===== src/design/pif_pkg.sv =====
package pif_pkg;

	// ********************************************************
	// Register bus shape
	// ********************************************************
	localparam int PIF_AW = 3;
	localparam int PIF_DW = 8;

	// ********************************************************
	// Register offsets
	// ********************************************************
	localparam logic [PIF_AW-1:0] ADDR_CELL_EN = 3'h0;
	localparam logic [PIF_AW-1:0] ADDR_TA_FLAGS = 3'h1;
	localparam logic [PIF_AW-1:0] ADDR_CTRL = 3'h2;
	localparam logic [PIF_AW-1:0] ADDR_TA_EN = 3'h3;
	localparam logic [PIF_AW-1:0] ADDR_CELL_FLAGS = 3'h4;
	localparam logic [PIF_AW-1:0] ADDR_EVT_STAT = 3'h5;
	localparam logic [PIF_AW-1:0] ADDR_EVT_MASK = 3'h6;

	// ********************************************************
	// Field positions
	// ********************************************************
	localparam int CELL2_BIT = 1;
	localparam int CELL1_BIT = 0;
	localparam int T1_GATE_BIT = 7;
	localparam int CONV_DONE_BIT = 6;
	localparam int T2_MATCH_BIT = 1;
	localparam int T1_OVF_BIT = 0;
	localparam int GLOBAL_EN_BIT = 7;
	localparam int PERIPH_EN_BIT = 6;
	localparam int EVT_CELL2_BIT = 3;
	localparam int EVT_CELL1_BIT = 2;

	// ********************************************************
	// Implemented-bit masks and reset value
	// ********************************************************
	localparam logic [PIF_DW-1:0] CELL_MASK = 8'h03;
	localparam logic [PIF_DW-1:0] TA_MASK = 8'hc3;
	localparam logic [PIF_DW-1:0] CTRL_MASK = 8'hc0;
	localparam logic [PIF_DW-1:0] EVT_MASK = 8'hcf;
	localparam logic [PIF_DW-1:0] REG_RESET = 8'h00;

endpackage


===== src/design/pif_flag_bank.sv =====
`timescale 1ns/1ps

// ********************************************************
// Sticky flag bank: hardware sets, software writes
// ********************************************************
module pif_flag_bank
	import pif_pkg::*;
#(
	parameter logic [PIF_DW-1:0] IMPL = 8'hff
)
(
	input wire logic sys_clk,
	input wire logic rst,
	input wire logic [PIF_DW-1:0] set_evt,
	input wire logic wr_en,
	input wire logic [PIF_DW-1:0] wr_val,
	input wire logic clr_all,
	output logic [PIF_DW-1:0] flags_q
);

	logic [PIF_DW-1:0] flags_d;

	always_comb
	begin
		flags_d = flags_q;
		if (wr_en)
		begin
			flags_d = wr_val;
		end
		else if (clr_all)
		begin
			flags_d = REG_RESET;
		end
		// Set after the write so an event in the clearing cycle survives
		flags_d = (flags_d | set_evt) & IMPL;
	end

	always_ff @(posedge sys_clk)
	begin
		if (rst)
		begin
			flags_q <= REG_RESET;
		end
		else
		begin
			flags_q <= flags_d;
		end
	end

endmodule // pif_flag_bank


===== src/design/pif_irq_regs.sv =====
// Local design decisions: strobed register access and the placing of the registers.
`timescale 1ns/1ps

module pif_irq_regs
	import pif_pkg::*;
(
	input wire logic sys_clk,
	input wire logic rst,
	input wire logic [PIF_AW-1:0] reg_addr,
	input wire logic [PIF_DW-1:0] reg_wr_data,
	input wire logic reg_wr,
	input wire logic reg_rd,
	input wire logic t1_gate_evt,
	input wire logic conv_done_evt,
	input wire logic t2_match_evt,
	input wire logic t1_overflow_evt,
	input wire logic cell1_evt,
	input wire logic cell2_evt,
	output logic [PIF_DW-1:0] reg_rd_data,
	output logic core_irq_req,
	output logic irq
);

	// ********************************************************
	// Decode helpers
	// ********************************************************
	function automatic logic hit(
		input logic strobe,
		input logic [PIF_AW-1:0] addr,
		input logic [PIF_AW-1:0] offset
	);
		hit = strobe && (addr == offset);
	endfunction

	function automatic logic any_pending(
		input logic [PIF_DW-1:0] flags,
		input logic [PIF_DW-1:0] enables
	);
		any_pending = |(flags & enables);
	endfunction

	// ********************************************************
	// State
	// ********************************************************
	logic [PIF_DW-1:0] cell_en_q;
	logic [PIF_DW-1:0] cell_en_d;
	logic [PIF_DW-1:0] ta_en_q;
	logic [PIF_DW-1:0] ta_en_d;
	logic [PIF_DW-1:0] ctrl_q;
	logic [PIF_DW-1:0] ctrl_d;
	logic [PIF_DW-1:0] evt_mask_q;
	logic [PIF_DW-1:0] evt_mask_d;
	logic [PIF_DW-1:0] rd_data_q;
	logic [PIF_DW-1:0] rd_data_d;
	logic core_irq_q;
	logic core_irq_d;
	logic irq_q;
	logic irq_d;

	logic [PIF_DW-1:0] ta_flags_q;
	logic [PIF_DW-1:0] cell_flags_q;
	logic [PIF_DW-1:0] evt_stat_q;
	logic [PIF_DW-1:0] ta_set;
	logic [PIF_DW-1:0] cell_set;
	logic [PIF_DW-1:0] evt_set;
	logic global_irq_en;
	logic periph_irq_en;

	assign global_irq_en = ctrl_q[GLOBAL_EN_BIT];
	assign periph_irq_en = ctrl_q[PERIPH_EN_BIT];

	// ********************************************************
	// Event routing
	// ********************************************************
	always_comb
	begin
		ta_set = REG_RESET;
		ta_set[T1_GATE_BIT] = t1_gate_evt;
		ta_set[CONV_DONE_BIT] = conv_done_evt;
		ta_set[T2_MATCH_BIT] = t2_match_evt;
		ta_set[T1_OVF_BIT] = t1_overflow_evt;
		cell_set = REG_RESET;
		cell_set[CELL2_BIT] = cell2_evt;
		cell_set[CELL1_BIT] = cell1_evt;
		evt_set = ta_set;
		evt_set[EVT_CELL2_BIT] = cell2_evt;
		evt_set[EVT_CELL1_BIT] = cell1_evt;
	end

	// ********************************************************
	// Flag banks
	// ********************************************************
	// Enables are not consulted here: flags record every event
	pif_flag_bank #(
		.IMPL(TA_MASK)
	) u_ta_flags (
		.sys_clk(sys_clk),
		.rst(rst),
		.set_evt(ta_set),
		.wr_en(hit(reg_wr, reg_addr, ADDR_TA_FLAGS)),
		.wr_val(reg_wr_data),
		.clr_all(1'b0),
		.flags_q(ta_flags_q)
	);

	pif_flag_bank #(
		.IMPL(CELL_MASK)
	) u_cell_flags (
		.sys_clk(sys_clk),
		.rst(rst),
		.set_evt(cell_set),
		.wr_en(hit(reg_wr, reg_addr, ADDR_CELL_FLAGS)),
		.wr_val(reg_wr_data),
		.clr_all(1'b0),
		.flags_q(cell_flags_q)
	);

	// Status clears on read; an event in the reading cycle is kept
	pif_flag_bank #(
		.IMPL(EVT_MASK)
	) u_evt_stat (
		.sys_clk(sys_clk),
		.rst(rst),
		.set_evt(evt_set),
		.wr_en(1'b0),
		.wr_val(REG_RESET),
		.clr_all(hit(reg_rd, reg_addr, ADDR_EVT_STAT)),
		.flags_q(evt_stat_q)
	);

	// ********************************************************
	// Writable control registers
	// ********************************************************
	always_comb
	begin
		cell_en_d = cell_en_q;
		ta_en_d = ta_en_q;
		ctrl_d = ctrl_q;
		evt_mask_d = evt_mask_q;
		if (hit(reg_wr, reg_addr, ADDR_CELL_EN))
		begin
			cell_en_d = reg_wr_data & CELL_MASK;
		end
		if (hit(reg_wr, reg_addr, ADDR_TA_EN))
		begin
			ta_en_d = reg_wr_data & TA_MASK;
		end
		if (hit(reg_wr, reg_addr, ADDR_CTRL))
		begin
			ctrl_d = reg_wr_data & CTRL_MASK;
		end
		if (hit(reg_wr, reg_addr, ADDR_EVT_MASK))
		begin
			evt_mask_d = reg_wr_data & EVT_MASK;
		end
	end

	always_ff @(posedge sys_clk)
	begin
		if (rst)
		begin
			cell_en_q <= REG_RESET;
			ta_en_q <= REG_RESET;
			ctrl_q <= REG_RESET;
			evt_mask_q <= REG_RESET;
		end
		else
		begin
			cell_en_q <= cell_en_d;
			ta_en_q <= ta_en_d;
			ctrl_q <= ctrl_d;
			evt_mask_q <= evt_mask_d;
		end
	end

	// ********************************************************
	// Read port and interrupt outputs
	// ********************************************************
	always_comb
	begin
		rd_data_d = REG_RESET;
		if (reg_rd)
		begin
			unique case (reg_addr)
				ADDR_CELL_EN: rd_data_d = cell_en_q;
				ADDR_TA_FLAGS: rd_data_d = ta_flags_q;
				ADDR_CTRL: rd_data_d = ctrl_q;
				ADDR_TA_EN: rd_data_d = ta_en_q;
				ADDR_CELL_FLAGS: rd_data_d = cell_flags_q;
				ADDR_EVT_STAT: rd_data_d = evt_stat_q;
				ADDR_EVT_MASK: rd_data_d = evt_mask_q;
				default: rd_data_d = REG_RESET;
			endcase
		end
		// Every source here is peripheral, so periph_irq_en gates all of core_irq_req but not irq
		core_irq_d = global_irq_en && periph_irq_en
			&& (any_pending(ta_flags_q, ta_en_q)
			|| any_pending(cell_flags_q, cell_en_q));
		irq_d = any_pending(evt_stat_q, evt_mask_q);
	end

	always_ff @(posedge sys_clk)
	begin
		if (rst)
		begin
			rd_data_q <= REG_RESET;
			core_irq_q <= 1'b0;
			irq_q <= 1'b0;
		end
		else
		begin
			rd_data_q <= rd_data_d;
			core_irq_q <= core_irq_d;
			irq_q <= irq_d;
		end
	end

	assign reg_rd_data = rd_data_q;
	assign core_irq_req = core_irq_q;
	assign irq = irq_q;

	// ********************************************************
	// Assertions
	// ********************************************************
	property p_cell_en_write;
		@(posedge sys_clk) disable iff (rst)
		hit(reg_wr, reg_addr, ADDR_CELL_EN)
		|=> cell_en_q == ($past(reg_wr_data) & CELL_MASK);
	endproperty
	a_cell_en_write: assert property (p_cell_en_write)
		else $error("cell enable write not stored in bits 1:0");

	property p_periph_gate;
		@(posedge sys_clk) disable iff (rst)
		!periph_irq_en |=> !core_irq_q;
	endproperty
	a_periph_gate: assert property (p_periph_gate)
		else $error("core request raised without peripheral enable");

	property p_flag_read;
		@(posedge sys_clk) disable iff (rst)
		hit(reg_rd, reg_addr, ADDR_TA_FLAGS)
		|=> rd_data_q == $past(ta_flags_q) && rd_data_q[5:2] == 4'h0;
	endproperty
	a_flag_read: assert property (p_flag_read)
		else $error("flag register read returned wrong layout");

	property p_flag_set;
		@(posedge sys_clk) disable iff (rst)
		t2_match_evt && !global_irq_en && !ta_en_q[T2_MATCH_BIT]
		|=> ta_flags_q[T2_MATCH_BIT] ##1 ta_flags_q[T2_MATCH_BIT]
			|| $past(hit(reg_wr, reg_addr, ADDR_TA_FLAGS));
	endproperty
	a_flag_set: assert property (p_flag_set)
		else $error("timer2 match flag lost while disabled");

	property p_request;
		@(posedge sys_clk) disable iff (rst)
		global_irq_en && periph_irq_en
		&& ta_flags_q[T1_OVF_BIT] && ta_en_q[T1_OVF_BIT]
		|=> core_irq_q;
	endproperty
	a_request: assert property (p_request)
		else $error("enabled pending flag did not request");

	property p_no_global;
		@(posedge sys_clk) disable iff (rst)
		!global_irq_en [*2] |-> !core_irq_q;
	endproperty
	a_no_global: assert property (p_no_global)
		else $error("core request raised without global enable");

	property p_reset_clear;
		@(posedge sys_clk)
		rst |=> cell_en_q == REG_RESET && ta_flags_q == REG_RESET
			&& core_irq_q == 1'b0;
	endproperty
	a_reset_clear: assert property (p_reset_clear)
		else $error("registers not cleared by reset");

	property p_write_zero;
		@(posedge sys_clk) disable iff (rst)
		hit(reg_wr, reg_addr, ADDR_TA_FLAGS) && reg_wr_data == REG_RESET
		&& ta_set == REG_RESET
		|=> ta_flags_q == REG_RESET;
	endproperty
	a_write_zero: assert property (p_write_zero)
		else $error("writing zero did not clear flags");

	property p_cov_core;
		@(posedge sys_clk) disable iff (rst)
		!core_irq_q ##1 core_irq_q;
	endproperty
	c_cov_core: cover property (p_cov_core);

	property p_cov_irq;
		@(posedge sys_clk) disable iff (rst)
		!irq_q ##1 irq_q;
	endproperty
	c_cov_irq: cover property (p_cov_irq);

	property p_cov_set_clear;
		@(posedge sys_clk) disable iff (rst)
		cell1_evt && hit(reg_wr, reg_addr, ADDR_CELL_FLAGS);
	endproperty
	c_cov_set_clear: cover property (p_cov_set_clear);

endmodule // pif_irq_regs


===== config.mk =====
export PLATFORM = sky130hd
export DESIGN_NAME = pif_irq_regs
export DESIGN_NICKNAME = d
export VERILOG_FILES = /design/src/design/pif_pkg.sv /design/src/design/pif_flag_bank.sv /design/src/design/pif_irq_regs.sv
export SDC_FILE = /design/constraint.sdc
export NUM_CORES = 1
export LEC_CHECK = 0
export BUFFER_PORTS_ARGS = -buffer_cell sky130_fd_sc_hd__clkbuf_2
export CAP_MARGIN = 15
export CORE_ASPECT_RATIO = 1.1
export CORE_MARGIN = 2
export CORE_UTILIZATION = 40
export CTS_CLUSTER_DIAMETER = 30
export DETAILED_ROUTE_END_ITERATION = 7
export PLACE_DENSITY_LB_ADDON = 0.15
export SETUP_SLACK_MARGIN = 0.05
export SLEW_MARGIN = 20
export SYNTH_ARGS = -nofsm -noshare
export SYNTH_HDL_FRONTEND = slang
export SYNTH_HIERARCHICAL = 1
export SYNTH_SLANG_ARGS = --single-unit

===== constraint.sdc =====
create_clock -name sys_clk -period 1 [get_ports sys_clk]
set_input_delay 0.05 -clock sys_clk [delete_from_list [all_inputs] [get_ports sys_clk]]
set_output_delay 0.05 -clock sys_clk [all_outputs]
set_load 0.01 [all_outputs]

==> flow_summary.json <==
{
  "drive_gt1_frac": 0.389,
  "port_buffers": 28,
  "rsz0062_at_grt": "true",
  "die_w_um": 69.9,
  "drc": 0,
  "nFillCells": 464,
  "crit_chain": "mux2_4, a221oi_4, nor3_2",
  "end_kind": "register",
  "cts_buffers": 5,
  "avgSynthCellArea_um2": 9.89,
  "clkSinkCount": 36,
  "ys_seq_elements": 36,
  "setup_viol": 2,
  "viasPerCell": 4.89,
  "slowest_delay_ns": 0.34,
  "yosys_warnings": 6,
  "final_nets": 282,
  "worstSetupPathType": "reg2reg",
  "p_sw_frac": 0.251,
  "fmax_ghz": 0.977,
  "crit_arrival_ns": 1.21,
  "grt.overflow.total": 0,
  "p_int_mw": 2.49,
  "core_um2": 4620,
  "hp-class": "in2reg",
  "synth.distinct_cells": 40,
  "worst_path_max_delay_cell": "dfxtp_2",
  "cts.clk_slew.worst_paths_ns": 0.08,
  "p_leak_nw": 1.16,
  "vdd_ir_drop_max_uv": 774,
  "first_pass_iters": 4,
  "postSynthCellCount": 193,
  "dp.cells": 307,
  "die_h_um": 76.5,
  "cts_htree_levels": 2,
  "dpl_cell_area_um2": 2280,
  "vias": 1555,
  "regArea_um2": 741,
  "n_antenna_cell": 0,
  "start_util": 0.413,
  "synth_area_um2": 1910,
  "cts_buffer_depth": 2,
  "grt_usage": 0.179,
  "critPathRequiredTime_ns": 1.18,
  "path_max_fanout": 3,
  "drv_cap": 0,
  "ios": 31,
  "final_cell_area_um2": 2490,
  "status": "finished, violations left",
  "period_share": 1.02,
  "violations": "setup timing",
  "multi_input_area_um2": 1170,
  "p_sw_mw": 0.837,
  "antenna_found_initial": 0,
  "area_delta_synth_final_pct": 30.6,
  "p_comb_frac": 0.150,
  "whs_ns": 0.0225,
  "seq_area_frac_synth": 0.377,
  "fin_worst_skew_ns": 0.00396,
  "grt_pass1_vias": 1508,
  "cts_tree": "yes",
  "power_density_nw_per_um2": 1340,
  "setup_slack_ns": -0.0238,
  "routed_wl_um": 4440,
  "clk_latency_ns": 0.29,
  "grt_first_pass_wirelength_um": 7500,
  "power_frac_clock": 0.386,
  "seqPwrFrac": 0.464,
  "initialDrtViolationCount": 33,
  "final_cells": 318,
  "rows": 26,
  "clock_tree.root_cell": "clkbuf_8",
  "finalCriticalPeriod_ns": 1.02,
  "critPathLaunchType": "register",
  "wl_per_cell_um": 14.0,
  "die_area_um2": 5340,
  "place_congestion": 0.839,
  "slew_viol_final": 0,
  "place_hpwl_um": 3320,
  "antenna_left": 0,
  "final-hold-violation-count": 0,
  "grt_start_max_net_pins": 30
}
[power groups by stage]
| stage | clock, mW | sequential [mW] | combinational [mW] |
|---|---|---|---|
| after global placement | 0 | 1.57 | 0.461 |
| after detailed placement | 0 | 1.57 | 0.463 |
| after floorplan | 0 | 1.55 | 0.323 |
| after CTS | 1.32 | 1.54 | 0.486 |
| after global routing | 1.37 | 1.55 | 0.552 |
| final | 1.29 | 1.54 | 0.500 |
[metrics by stage]
stage	setup TNS (ns)	utilization	total power [mW]	setup WS, ns
after detailed placement	-3.68	0.493	2.03	-0.221
after global placement	-3.40	0.493	2.03	-0.190
after CTS	-0.0473	0.529	3.34	-0.0203
after global routing	-0.119	0.540	3.48	-0.0499
final	-0.0281	0.540	3.33	-0.0238
after floorplan	0	-	1.88	0.000855
[cell usage in the layout (no fill, tap or decap), types with 2 or more instances in the layout]
cell type and instances:
buf_4 30, clkbuf_2 27, conb_1 27, a21oi_1 24, dfxtp_1 22, mux2i_1 18
nor2_1 17, dfxtp_2 13, or3b_1 11, and3b_1 6, a22oi_1 6, nand3b_1 6
clkbuf_8 5, mux2_1 4, o21ai_1 3, a21oi_2 3, and3_4 2, a21o_1 2
mux2_2 2, a221oi_2 2, a211oi_1 2, nand4b_4 2, nand2_1 2, dlygate4sd3_1 2
or3b_4 2
[final timing paths]
| check | start | endpoint | slack [ns] | cells after the start |
|---|---|---|---|---|
| min | cell2_evt | u_evt_stat/flags_q[3] | 0.02 | 3 |
| max reg2reg | u_evt_stat/flags_q[6] | reg_rd_data[6] | -0.02 | 3 |
| min reg2reg | ctrl_q[6] | core_irq_req | 0.48 | 2 |
| max | u_evt_stat/flags_q[6] | reg_rd_data[6] | -0.02 | 3 |
[routing by layer]
metal | up-vias | routed length [µm] | GRT usage
met3 | 5 | 144 | 0.0450
li1 | 801 | - | -
met2 | 28 | 2080 | 0.279
met1 | 721 | 2150 | 0.241
met5 | - | 0 | 0
met4 | 0 | 66 | 0.0577
[timing repair]
action | CTS | global route
hold buffers | 2 | 0
buffers inserted | 1 | 0
hold endpoints to repair | 2 | 0
gates resized for setup | 8 | 18
pin swaps | 2 | 3
setup endpoints to repair | 6 | 15
[registers in the layout, indices dropped and copies added (netlist names)]
register	count
reg_rd_data	8
u_ta_flags/flags_q	4
core_irq_req	1
evt_mask_q	6
u_cell_flags/flags_q	2
u_evt_stat/flags_q	6
cell_en_q	2
ctrl_q	2
irq	1
ta_en_q	4
[synth_stat cells (all sizes together)]
cell / instances / area [µm²]
a211oi: 2 / 15.0
a21o: 2 / 15.0
a21oi: 27 / 135
a221oi: 3 / 32.5
a22o: 1 / 8.76
a22oi: 7 / 52.6
a2bb2oi: 1 / 8.76
a31oi: 2 / 12.5
and2b: 1 / 7.51
and3: 2 / 12.5
and3b: 6 / 52.6
and4bb: 1 / 12.5
buf: 21 / 170
clkbuf: 2 / 7.51
conb: 4 / 15.0
dfxtp: 36 / 721
mux2: 7 / 82.6
mux2i: 18 / 180
nand2: 2 / 7.51
nand3: 1 / 5.00
nand3b: 7 / 56.3
nand4b: 2 / 47.6
nor2: 17 / 63.8
nor2b: 1 / 6.26
nor3: 1 / 10.0
nor4b: 1 / 23.8
o211ai: 1 / 7.51
o21ai: 3 / 15.0
o221a: 1 / 11.3
or3b: 13 / 114
[cell families after synthesis]
group	after synthesis	synth area share
other	4	0.00786
and+or+nand+nor	55	0.220
buffers and inverters	23	0.0930
AOI/OAI and AO/OA	50	0.164
muxes	25	0.138
DFF	36	0.377
[final cells by class]
class                   count  area share
clock buffers               5      0.0276
clock inverters             3      0.0171
multi-input cells         157       0.471
flip-flops and latches     36       0.297
well taps                  56      0.0281
repair buffers             61       0.159
[critical path, delay by kind of cell (launching register included)]
kind            cells  cell delay (ns)
compound gates      1             0.24
flops               1             0.34
mux                 1             0.27
simple gates        1             0.07
No activity file was read; power rests on OpenSTA's default activity.
